==> src/pkg/pld_power_pkg.sv <==
package pld_power_pkg;

   // ***************************************************************
   // Timing
   // ***************************************************************
   localparam int CLK_PERIOD_NS = 4;
   localparam int POWERUP_CLEAR_INTERVAL_NS = 1000;
   localparam int WAKE_TO_OUTPUT_VALID_FAST_NS = 20;
   localparam int WAKE_TO_OUTPUT_VALID_SLOW_NS = 25;
   localparam int WAKE_TO_CLOCK_VALID_FAST_NS = 15;
   localparam int WAKE_TO_CLOCK_VALID_SLOW_NS = 20;

   // Longest times round down, never below one cycle
   function automatic int floor_cycles(input int ns);
      int c;
      c = ns / CLK_PERIOD_NS;
      return (c < 1) ? 1 : c;
   endfunction

   localparam int CLEAR_CYCLES = floor_cycles(POWERUP_CLEAR_INTERVAL_NS);
   localparam int OUT_VALID_FAST_CYCLES =
      floor_cycles(WAKE_TO_OUTPUT_VALID_FAST_NS);
   localparam int OUT_VALID_SLOW_CYCLES =
      floor_cycles(WAKE_TO_OUTPUT_VALID_SLOW_NS);
   localparam int CLK_VALID_FAST_CYCLES =
      floor_cycles(WAKE_TO_CLOCK_VALID_FAST_NS);
   localparam int CLK_VALID_SLOW_CYCLES =
      floor_cycles(WAKE_TO_CLOCK_VALID_SLOW_NS);
   localparam int CNT_W = 9;

   // ***************************************************************
   // Register map (byte addresses)
   // ***************************************************************
   localparam logic [7:0] CTRL_OFFSET = 8'h00;
   localparam logic [7:0] CELL_CFG_OFFSET = 8'h04;
   localparam logic [7:0] PRELOAD_OFFSET = 8'h08;
   localparam logic [7:0] SIG_LO_OFFSET = 8'h0C;
   localparam logic [7:0] SIG_HI_OFFSET = 8'h10;
   localparam logic [7:0] STATUS_OFFSET = 8'h14;
   localparam logic [7:0] READBACK_OFFSET = 8'h18;

   // Control, preload and status fields
   localparam int CTRL_MODE_POS = 0;
   localparam int CTRL_SLEEP_EN_POS = 2;
   localparam int CTRL_SLOW_POS = 3;
   localparam int CTRL_LOCK_POS = 4;
   localparam int PRELOAD_MASK_POS = 8;
   localparam int STATUS_CELLS_POS = 8;

   // Architecture modes
   localparam logic [1:0] MODE_REGISTERED = 2'h0;
   localparam logic [1:0] MODE_COMPLEX = 2'h1;
   localparam logic [1:0] MODE_SIMPLE = 2'h2;

   // Macrocell kinds
   localparam logic [1:0] CELL_REG_OUT = 2'h0;
   localparam logic [1:0] CELL_COMB_IO = 2'h1;
   localparam logic [1:0] CELL_COMB_OUT = 2'h2;
   localparam logic [1:0] CELL_INPUT = 2'h3;

   // Reset values
   localparam logic [15:0] CELL_CFG_RESET = 16'h0000;
   localparam logic [63:0] SIG_RESET = 64'h0;

   typedef struct packed {
      logic lock;
      logic speed_slow;
      logic sleep_en;
      logic [1:0] mode;
   } cfg_type;

   localparam cfg_type CFG_RESET = '{1'b0, 1'b0, 1'b0, MODE_REGISTERED};

   typedef enum logic [1:0] {
      ST_CLEAR,
      ST_RUN,
      ST_SLEEP,
      ST_WAKE
   } power_state_type;

endpackage

==> src/core/pld_power_state_control.sv <==
// Decided for this implementation: the APB register port and the placing of the registers.
`timescale 1ns/1ns
module pld_power_state_control #(
   parameter int NUM_CELLS = 8,
   parameter int NUM_IN = 8
) (
   // Clock and reset
   input wire logic ref_clk,
   input wire logic rst_b,
   // APB slave
   input wire logic psel,
   input wire logic penable,
   input wire logic pwrite,
   input wire logic [7:0] paddr,
   input wire logic [31:0] pwdata,
   output logic [31:0] prdata,
   output logic pready,
   output logic pslverr,
   // Board pins
   input wire logic clk_pin,
   input wire logic oe_pin_b,
   input wire logic sleep_pin,
   input wire logic [NUM_IN-1:0] in_pin,
   input wire logic [NUM_IN-1:0] in_driven,
   // Macrocell pins, oe low while driving
   input wire logic [NUM_CELLS-1:0] io_in,
   input wire logic [NUM_CELLS-1:0] io_driven,
   output logic [NUM_CELLS-1:0] io_out,
   output logic [NUM_CELLS-1:0] io_oe_b,
   // Product term array
   input wire logic [8*NUM_CELLS-1:0] product_terms,
   output logic [NUM_IN+NUM_CELLS:0] array_in
);

   // ***************************************************************
   // Declarations
   // ***************************************************************
   pld_power_pkg::cfg_type cfg_reg, cfg_next;
   logic [2*NUM_CELLS-1:0] cell_cfg_reg, cell_cfg_next;
   logic [63:0] sig_reg, sig_next;
   logic [31:0] prdata_reg, prdata_next;
   logic preload_go;
   logic [NUM_CELLS-1:0] preload_val, preload_mask;

   pld_power_pkg::power_state_type state_reg, state_next;
   logic [pld_power_pkg::CNT_W-1:0] cnt_reg, cnt_next;
   logic [NUM_CELLS-1:0] cell_reg, cell_next;
   logic [NUM_CELLS-1:0] out_reg, out_next;
   logic [NUM_CELLS-1:0] oe_b_reg, oe_b_next;
   logic [NUM_IN-1:0] in_keep_reg, in_keep_next;
   logic [NUM_CELLS-1:0] io_keep_reg, io_keep_next;
   logic [NUM_IN+NUM_CELLS:0] array_reg, array_next;
   logic clk_q_reg, clk_q_next;
   logic oe_q_reg, oe_q_next;

   logic sleep_req, clock_ok, output_ok, clk_rise;
   logic [pld_power_pkg::CNT_W-1:0] clk_valid_cnt, out_valid_cnt;

   // Sum of the logic terms; with seven set, the eighth term is spent on enable
   function automatic logic term_sum(input logic [7:0] pt,
                                     input logic seven);
      term_sum = seven ? |pt[6:0] : |pt;
   endfunction

   // Cell holds a flip-flop only in the registered mode
   function automatic logic is_reg_cell(input logic [1:0] mode,
                                        input logic [1:0] kind);
      is_reg_cell = (mode == pld_power_pkg::MODE_REGISTERED) &&
                    (kind == pld_power_pkg::CELL_REG_OUT);
   endfunction

   // ***************************************************************
   // APB register file
   // ***************************************************************
   assign pready = 1'b1;
   assign prdata = prdata_reg;

   // Read data is captured in setup, so access answers at once
   always_comb begin
      logic wr;
      logic rd_setup;
      logic acc;
      wr = 1'b0;
      rd_setup = 1'b0;
      acc = psel & penable;
      cfg_next = cfg_reg;
      cell_cfg_next = cell_cfg_reg;
      sig_next = sig_reg;
      prdata_next = prdata_reg;
      preload_go = 1'b0;
      preload_val = pwdata[NUM_CELLS-1:0];
      preload_mask = pwdata[pld_power_pkg::PRELOAD_MASK_POS +: NUM_CELLS];
      pslverr = 1'b0;
      wr = acc & pwrite;
      rd_setup = psel & ~penable & ~pwrite;
      case (paddr)
         pld_power_pkg::CTRL_OFFSET: begin
            if (wr) begin
               // One mode at a time; the fourth code is not a mode
               if (pwdata[pld_power_pkg::CTRL_MODE_POS +: 2] !=
                   2'h3) begin
                  cfg_next.mode = pwdata[pld_power_pkg::CTRL_MODE_POS +: 2];
               end
               cfg_next.sleep_en = pwdata[pld_power_pkg::CTRL_SLEEP_EN_POS];
               cfg_next.speed_slow = pwdata[pld_power_pkg::CTRL_SLOW_POS];
               // Lock is one-way, only the power-up reset undoes it
               cfg_next.lock = cfg_reg.lock |
                               pwdata[pld_power_pkg::CTRL_LOCK_POS];
            end
         end
         pld_power_pkg::CELL_CFG_OFFSET: begin
            if (wr) begin
               cell_cfg_next = pwdata[2*NUM_CELLS-1:0];
            end
         end
         pld_power_pkg::PRELOAD_OFFSET: begin
            // Reads refused; writes refused when locked, clearing, asleep or waking
            if (acc && (!pwrite || cfg_reg.lock ||
                state_reg != pld_power_pkg::ST_RUN)) begin
               pslverr = 1'b1;
            end else if (wr) begin
               preload_go = 1'b1;
            end
         end
         pld_power_pkg::SIG_LO_OFFSET: begin
            if (wr) begin
               sig_next[31:0] = pwdata;
            end
         end
         pld_power_pkg::SIG_HI_OFFSET: begin
            if (wr) begin
               sig_next[63:32] = pwdata;
            end
         end
         pld_power_pkg::STATUS_OFFSET: begin
            pslverr = wr;
         end
         pld_power_pkg::READBACK_OFFSET: begin
            pslverr = acc & (pwrite | cfg_reg.lock);
         end
         default: begin
            pslverr = acc;
         end
      endcase
      // Read mux
      if (rd_setup) begin
         prdata_next = 32'h0;
         case (paddr)
            pld_power_pkg::CTRL_OFFSET: begin
               prdata_next[4:0] = {cfg_reg.lock, cfg_reg.speed_slow,
                                   cfg_reg.sleep_en, cfg_reg.mode};
            end
            pld_power_pkg::CELL_CFG_OFFSET: begin
               prdata_next[2*NUM_CELLS-1:0] = cell_cfg_reg;
            end
            pld_power_pkg::SIG_LO_OFFSET: begin
               prdata_next = sig_reg[31:0];
            end
            pld_power_pkg::SIG_HI_OFFSET: begin
               prdata_next = sig_reg[63:32];
            end
            pld_power_pkg::STATUS_OFFSET: begin
               prdata_next[3:0] = {output_ok, clock_ok,
                  state_reg == pld_power_pkg::ST_SLEEP,
                  state_reg != pld_power_pkg::ST_CLEAR};
               prdata_next[pld_power_pkg::STATUS_CELLS_POS +: NUM_CELLS] =
                  cell_reg;
            end
            pld_power_pkg::READBACK_OFFSET: begin
               if (!cfg_reg.lock) begin
                  prdata_next[2*NUM_CELLS-1:0] = cell_cfg_reg;
               end
            end
            default: begin
               prdata_next = 32'h0;
            end
         endcase
      end
   end

   always_ff @(posedge ref_clk or negedge rst_b) begin
      if (!rst_b) begin
         cfg_reg <= pld_power_pkg::CFG_RESET;
         cell_cfg_reg <= pld_power_pkg::CELL_CFG_RESET;
         sig_reg <= pld_power_pkg::SIG_RESET;
         prdata_reg <= 32'h0;
      end else begin
         cfg_reg <= cfg_next;
         cell_cfg_reg <= cell_cfg_next;
         sig_reg <= sig_next;
         prdata_reg <= prdata_next;
      end
   end

   // ***************************************************************
   // Power state and macrocells
   // ***************************************************************
   assign sleep_req = cfg_reg.sleep_en & sleep_pin;
   assign clk_valid_cnt = pld_power_pkg::CNT_W'(cfg_reg.speed_slow ?
      pld_power_pkg::CLK_VALID_SLOW_CYCLES :
      pld_power_pkg::CLK_VALID_FAST_CYCLES);
   assign out_valid_cnt = pld_power_pkg::CNT_W'(cfg_reg.speed_slow ?
      pld_power_pkg::OUT_VALID_SLOW_CYCLES :
      pld_power_pkg::OUT_VALID_FAST_CYCLES);
   // Board must not expect clocking before recovery elapses
   assign clock_ok = (state_reg == pld_power_pkg::ST_RUN) ||
      (state_reg == pld_power_pkg::ST_WAKE &&
       cnt_reg >= clk_valid_cnt);
   assign output_ok = (state_reg == pld_power_pkg::ST_RUN);
   assign clk_rise = clk_pin & ~clk_q_reg;
   assign io_out = out_reg;
   assign io_oe_b = oe_b_reg;
   assign array_in = array_reg;

   // Next state of sequencer, cells, pins and array inputs
   always_comb begin
      logic [1:0] kind;
      logic data;
      logic seven;
      logic reg_cell;
      logic oe_now;
      kind = 2'h0;
      data = 1'b0;
      seven = 1'b0;
      reg_cell = 1'b0;
      oe_now = 1'b0;
      state_next = state_reg;
      cnt_next = cnt_reg;
      cell_next = cell_reg;
      out_next = out_reg;
      oe_b_next = oe_b_reg;
      clk_q_next = clk_q_reg;
      oe_q_next = oe_q_reg;
      array_next = array_reg;
      case (state_reg)
         pld_power_pkg::ST_CLEAR: begin
            // Board keeps the clock quiet here, edges are discarded
            cnt_next = cnt_reg + 1'b1;
            if (cnt_reg == pld_power_pkg::CNT_W'(
                pld_power_pkg::CLEAR_CYCLES - 1)) begin
               state_next = pld_power_pkg::ST_RUN;
               cnt_next = '0;
            end
         end
         pld_power_pkg::ST_RUN: begin
            if (sleep_req) begin
               state_next = pld_power_pkg::ST_SLEEP;
            end
         end
         pld_power_pkg::ST_SLEEP: begin
            cnt_next = '0;
            if (!sleep_req) begin
               state_next = pld_power_pkg::ST_WAKE;
            end
         end
         pld_power_pkg::ST_WAKE: begin
            cnt_next = cnt_reg + 1'b1;
            if (sleep_req) begin
               state_next = pld_power_pkg::ST_SLEEP;
            end else if (cnt_reg >= out_valid_cnt - 1'b1) begin
               state_next = pld_power_pkg::ST_RUN;
            end
         end
         default: begin
            state_next = pld_power_pkg::ST_CLEAR;
         end
      endcase
      // Clock and enable pins are seen only once recovered
      if (clock_ok && !sleep_req) begin
         clk_q_next = clk_pin;
         oe_q_next = ~oe_pin_b;
      end
      // Input sampling resumes as soon as sleep ends
      if (state_reg != pld_power_pkg::ST_SLEEP && !sleep_req) begin
         array_next = {cfg_reg.sleep_en ? 1'b0 : sleep_pin,
                       io_keep_next, in_keep_next};
      end
      for (int i = 0; i < NUM_CELLS; i++) begin
         kind = cell_cfg_reg[2*i +: 2];
         reg_cell = is_reg_cell(cfg_reg.mode, kind);
         seven = (cfg_reg.mode != pld_power_pkg::MODE_SIMPLE) &&
                 !reg_cell;
         data = term_sum(product_terms[8*i +: 8], seven);
         if (kind == pld_power_pkg::CELL_INPUT) begin
            oe_now = 1'b0;
         end else if (reg_cell) begin
            oe_now = oe_q_reg;
         end else if (cfg_reg.mode == pld_power_pkg::MODE_SIMPLE) begin
            oe_now = 1'b1;
         end else begin
            oe_now = product_terms[8*i+7];
         end
         if (state_reg == pld_power_pkg::ST_CLEAR) begin
            cell_next[i] = 1'b0;
            out_next[i] = 1'b1;
            oe_b_next[i] = 1'b1;
         end else if (state_reg == pld_power_pkg::ST_SLEEP || sleep_req) begin
            // Frozen: values and enables held, off outputs stay off
            cell_next[i] = cell_reg[i];
            oe_b_next[i] = oe_b_reg[i];
         end else begin
            if (preload_go && preload_mask[i]) begin
               cell_next[i] = preload_val[i];
            end else if (reg_cell && clock_ok && clk_rise) begin
               cell_next[i] = data;
            end
            // Registered pins drive the inverted flip-flop
            out_next[i] = reg_cell ? ~cell_reg[i] : data;
            oe_b_next[i] = ~oe_now;
         end
      end
   end

   // Keepers run in every state, including sleep
   always_comb begin
      for (int i = 0; i < NUM_IN; i++) begin
         in_keep_next[i] = in_driven[i] ? in_pin[i] : in_keep_reg[i];
      end
      for (int i = 0; i < NUM_CELLS; i++) begin
         if (!oe_b_reg[i]) begin
            io_keep_next[i] = out_reg[i];
         end else if (io_driven[i]) begin
            io_keep_next[i] = io_in[i];
         end else begin
            io_keep_next[i] = io_keep_reg[i];
         end
      end
   end

   always_ff @(posedge ref_clk or negedge rst_b) begin
      if (!rst_b) begin
         state_reg <= pld_power_pkg::ST_CLEAR;
         cnt_reg <= '0;
         cell_reg <= '0;
         out_reg <= '1;
         oe_b_reg <= '1;
         in_keep_reg <= '0;
         io_keep_reg <= '0;
         array_reg <= '0;
         clk_q_reg <= 1'b0;
         oe_q_reg <= 1'b0;
      end else begin
         state_reg <= state_next;
         cnt_reg <= cnt_next;
         cell_reg <= cell_next;
         out_reg <= out_next;
         oe_b_reg <= oe_b_next;
         in_keep_reg <= in_keep_next;
         io_keep_reg <= io_keep_next;
         array_reg <= array_next;
         clk_q_reg <= clk_q_next;
         oe_q_reg <= oe_q_next;
      end
   end

endmodule

==> config.mk <==
export PLATFORM = sky130hd
export DESIGN_NAME = pld_power_state_control
export DESIGN_NICKNAME = d
export VERILOG_FILES = /design/src/pkg/pld_power_pkg.sv /design/src/core/pld_power_state_control.sv
export SDC_FILE = /design/constraint.sdc
export NUM_CORES = 1
export LEC_CHECK = 0
export BUFFER_PORTS_ARGS = -buffer_cell sky130_fd_sc_hd__buf_2
export CAP_MARGIN = 20
export CORE_ASPECT_RATIO = 1.75
export CORE_MARGIN = 3
export CORE_UTILIZATION = 51
export CTS_BUF_LIST = sky130_fd_sc_hd__clkbuf_8
export DETAILED_ROUTE_END_ITERATION = 7
export PLACE_DENSITY_LB_ADDON = 0.1
export SETUP_SLACK_MARGIN = 0.02
export SYNTH_ARGS = -nofsm -noshare
export SYNTH_HDL_FRONTEND = slang
export SYNTH_SLANG_ARGS = --single-unit
==> constraint.sdc <==
create_clock -name ref_clk -period 2.05 [get_ports ref_clk]
set_clock_uncertainty 0.15 [all_clocks]
set_input_delay 0.3075 -clock ref_clk [delete_from_list [all_inputs] [get_ports ref_clk]]
set_output_delay 0.3075 -clock ref_clk [all_outputs]
set_load 0.005 [all_outputs]
==> results.tsv <==
metric	value	unit
status	finished with violations	
failing checks	setup timing	
Synth top area share	46.9	%
Root Buffer	clkbuf_8	
max incr delay on CP	0.44	ns
max-slew violations	0	
ys flop type	dfrtp_1	
drt pass-1 iters	5	
Die X	107	um
# IOs	211	
leading area contributor after synthesis	dfrtp_1	
kind of critical path	reg2out	
Post-synth EDFFs	0	
GR Util All Layers	27.1	%
Flop pwr share	52.6	%
layout cell share with drive strength beyond 1	44.8	%
xor/xnor share of the synthesized area	0.192	%
Syn Inst Count	809	
final wirelength	26000	um
largest family of logic cells by synthesized area	multiplexers	
CTS Buf Count	17	
Startpoint Class	register	
Layout area overhead	36.2	%
initial antenna violation count	0	
CTS tree	yes	
mux cell area share after synthesis	17.9	%
CP cell instances	buf_6, nand2b_4, a21o_1, a221oi_2, o31ai_1, and3_1, buf_2	
Avg Vias per Cell	5.63	
Final Worst Setup Slack	-0.347	ns
Comb power frac	11.5	%
Syn Area/Cell	11.3	sq um
clk slew on worst S/H paths	0.11	ns
max-capacitance violation count	0	
pwr/cell area	596	nW/um^2
Mapped Area	9120	sq um
vias in the first global route	8289	
clock sink count	187	
min-delay worst type	in2reg	
post-synthesis register bit count	187	
drt wl/cell	18.8	um
Hold Violations, Final	0	
post-route cell area	12400	sq um
P_sw	0.00198	W
htree depth	4	
Pleak	6.06	nW
synthesized-area fraction occupied by adder cells	0.686	%
Die ar.	19600	sq um
Fmax	417	MHz
clock latency at the later pin of the worst-skew pair	0.48	ns
Setup crit end kind	output pin	
slew margin rel.	42.2	%
max reg flops	64	
CP max FO	2	
Synth Area in Compound Gates	14.1	%
grt total ovfl	0	
nets	1286	
CP Data Arrival Time	1.94	ns
Least-Margin Pin Slew	0.862	ns
synth cell count leaders	dfrtp_1, mux2_2, nor2_1	
sw frac	26.8	%
Internal Power	0.00542	W
Peak VDD IR	0.000531	V
Synth Warn #	0	
Clock power frac	35.9	%
die height	183	um
Worst path slowest cell	dfrtp_2	
1st-iter DRT viols	345	
fillers	1359	
dominant cells by area after synthesis	dfrtp_1, mux2_2, dfstp_2, o21ai_0, nor2_1	
Distinct cells, synth	64	
global-route wire length before repair	42100	um
Post-Synth Simple-Gate Area	12.5	%
placed inst area	11200	sq um
antenna cell count	0	
largest net degree at the start of global routing	55	
asr flop ratio synth	100	%
antenna-violating nets left	0	
vias post-DR	7769	
Buffers on Ports	209	
RSZ-0062 raised after global routing	true	
fin crit share	117	%
core area	17500	sq um
Rows	64	
Fin Setup TNS	-2.78	ns
Max Root-Sink Buffers	2	
GP Congestion	0.859	
DR DRC count	0	
Final Setup Violations	9	
Required @ worst endpoint	1.59	ns
Final min period	2.40	ns
Post-DP HPWL	19300	um
most common cell in the netlist	dfrtp_1	
initial core utilization	52.0	%
Syn Nets	958	
sequential share of the synthesized area	51.5	%
power by group through the flow:
stage | Clock (W) | Sequential, W | Combinational (W)
global route | 0.00285 | 0.00391 | 0.000946
global placement | 0 | 0.00396 | 0.000749
finish | 0.00266 | 0.00389 | 0.000849
floorplan | 0 | 0.00396 | 0.000280
CTS | 0.00270 | 0.00390 | 0.000853
detailed placement | 0 | 0.00396 | 0.000764
through the flow:
stage	util (%)	std cells	worst slack (ns)	power, W	hold slack [ns]
after floorplan	-	809	-0.290	0.00424	-0.138
after global placement	64.1	1293	-0.363	0.00471	0.153
after detailed placement	64.1	1293	-0.416	0.00473	0.154
after CTS	69.9	1378	-0.378	0.00745	0.00463
after global routing	70.8	1381	-0.436	0.00771	0.0216
final	70.8	1381	-0.347	0.00740	0.0250
per-layer routing:
metal  track usage, %  vias up  part of all wire (%)
met3             4.72       49                   4.1
met2             49.1      231                    55
met1             31.6     3843                    39
met4             10.3        0                   2.6
met5                0        -                     0
li1                 -     3646                     -
cell families (layout without fill, tap and decap cells):
logic type	after synthesis	count (layout)
AND/OR/NAND/NOR	226	226
flip-flops	187	187
AO/OA/AOI/OAI	181	181
multiplexers	147	147
buffers and inverters	60	401
adder cells (fa/ha/maj)	5	5
XOR/XNOR	2	2
other	1	1
layout make-up:
cell class | instances | area (sq um) | share of cell area, %
Sequential cell | 187 | 4700 | 37.9
Clock inverter | 15 | 193 | 1.55
Clock buffer | 17 | 234 | 1.88
Inverter | 14 | 52.6 | 0.423
Timing Repair Buffer | 355 | 2440 | 19.7
Tap cell | 231 | 289 | 2.33
Multi-Input combinational cell | 562 | 4510 | 36.3
worst paths after layout:
check	slack [ns]	startpoint	cells after the start	endpoint
max in group asynchronous	0.92	rst_b	3	sig_reg[18]
setup reg to reg	-0.31	state_reg[1]	8	cell_reg[7]
min in group asynchronous	0.19	rst_b	2	prdata[23]
setup / recovery	-0.35	state_reg[1]	7	pslverr
hold reg to reg	0.34	prdata[11]	2	prdata[11]
hold / removal	0.03	pwdata[1]	2	cfg_reg[1]
worst max-delay path: cells and delay by family (launching register included):
kind,cells,cell delay (ns)
flops,1,0.44
simple gates,2,0.29
buf+inv,2,0.24
compound gates,3,0.49
cells in the final DEF, fill, tap and decap left out, types with 4 or more instances in the layout:
| cell | count |
|---|---|
| buf_2 | 208 |
| dfrtp_1 | 169 |
| buf_4 | 80 |
| mux2_2 | 74 |
| nor2_1 | 74 |
| nand2_1 | 62 |
| o21ai_0 | 56 |
| dlygate4sd3_1 | 49 |
| mux2_4 | 40 |
| mux2i_1 | 21 |
| a221oi_1 | 20 |
| clkbuf_8 | 18 |
| dfstp_2 | 16 |
| a21oi_1 | 15 |
| inv_1 | 13 |
| and3_1 | 12 |
| mux2_1 | 12 |
| buf_12 | 12 |
| nor2b_1 | 11 |
| nor4_1 | 10 |
| nor3_1 | 10 |
| a222oi_1 | 10 |
| a22oi_1 | 9 |
| o21a_1 | 9 |
| a21o_1 | 8 |
| nand3_1 | 8 |
| a31o_2 | 8 |
| o2111ai_1 | 8 |
| a41o_1 | 7 |
| nor4_4 | 5 |
| inv_8 | 5 |
| buf_6 | 5 |
| a221oi_2 | 4 |
| and2_1 | 4 |
| a221oi_4 | 4 |
| inv_6 | 4 |
repair_timing:
| action | 4_1_cts | 5_1_grt |
|---|---|---|
| endpoints found under the setup margin | 49 | 46 |
| hold endpoints to repair | 126 | 0 |
| gates resized for setup | 15 | 24 |
| hold buffers | 49 | 0 |
| setup buffers | 4 | 4 |
| pin swaps | 12 | 9 |
No activity file was read; power rests on OpenSTA's default activity.
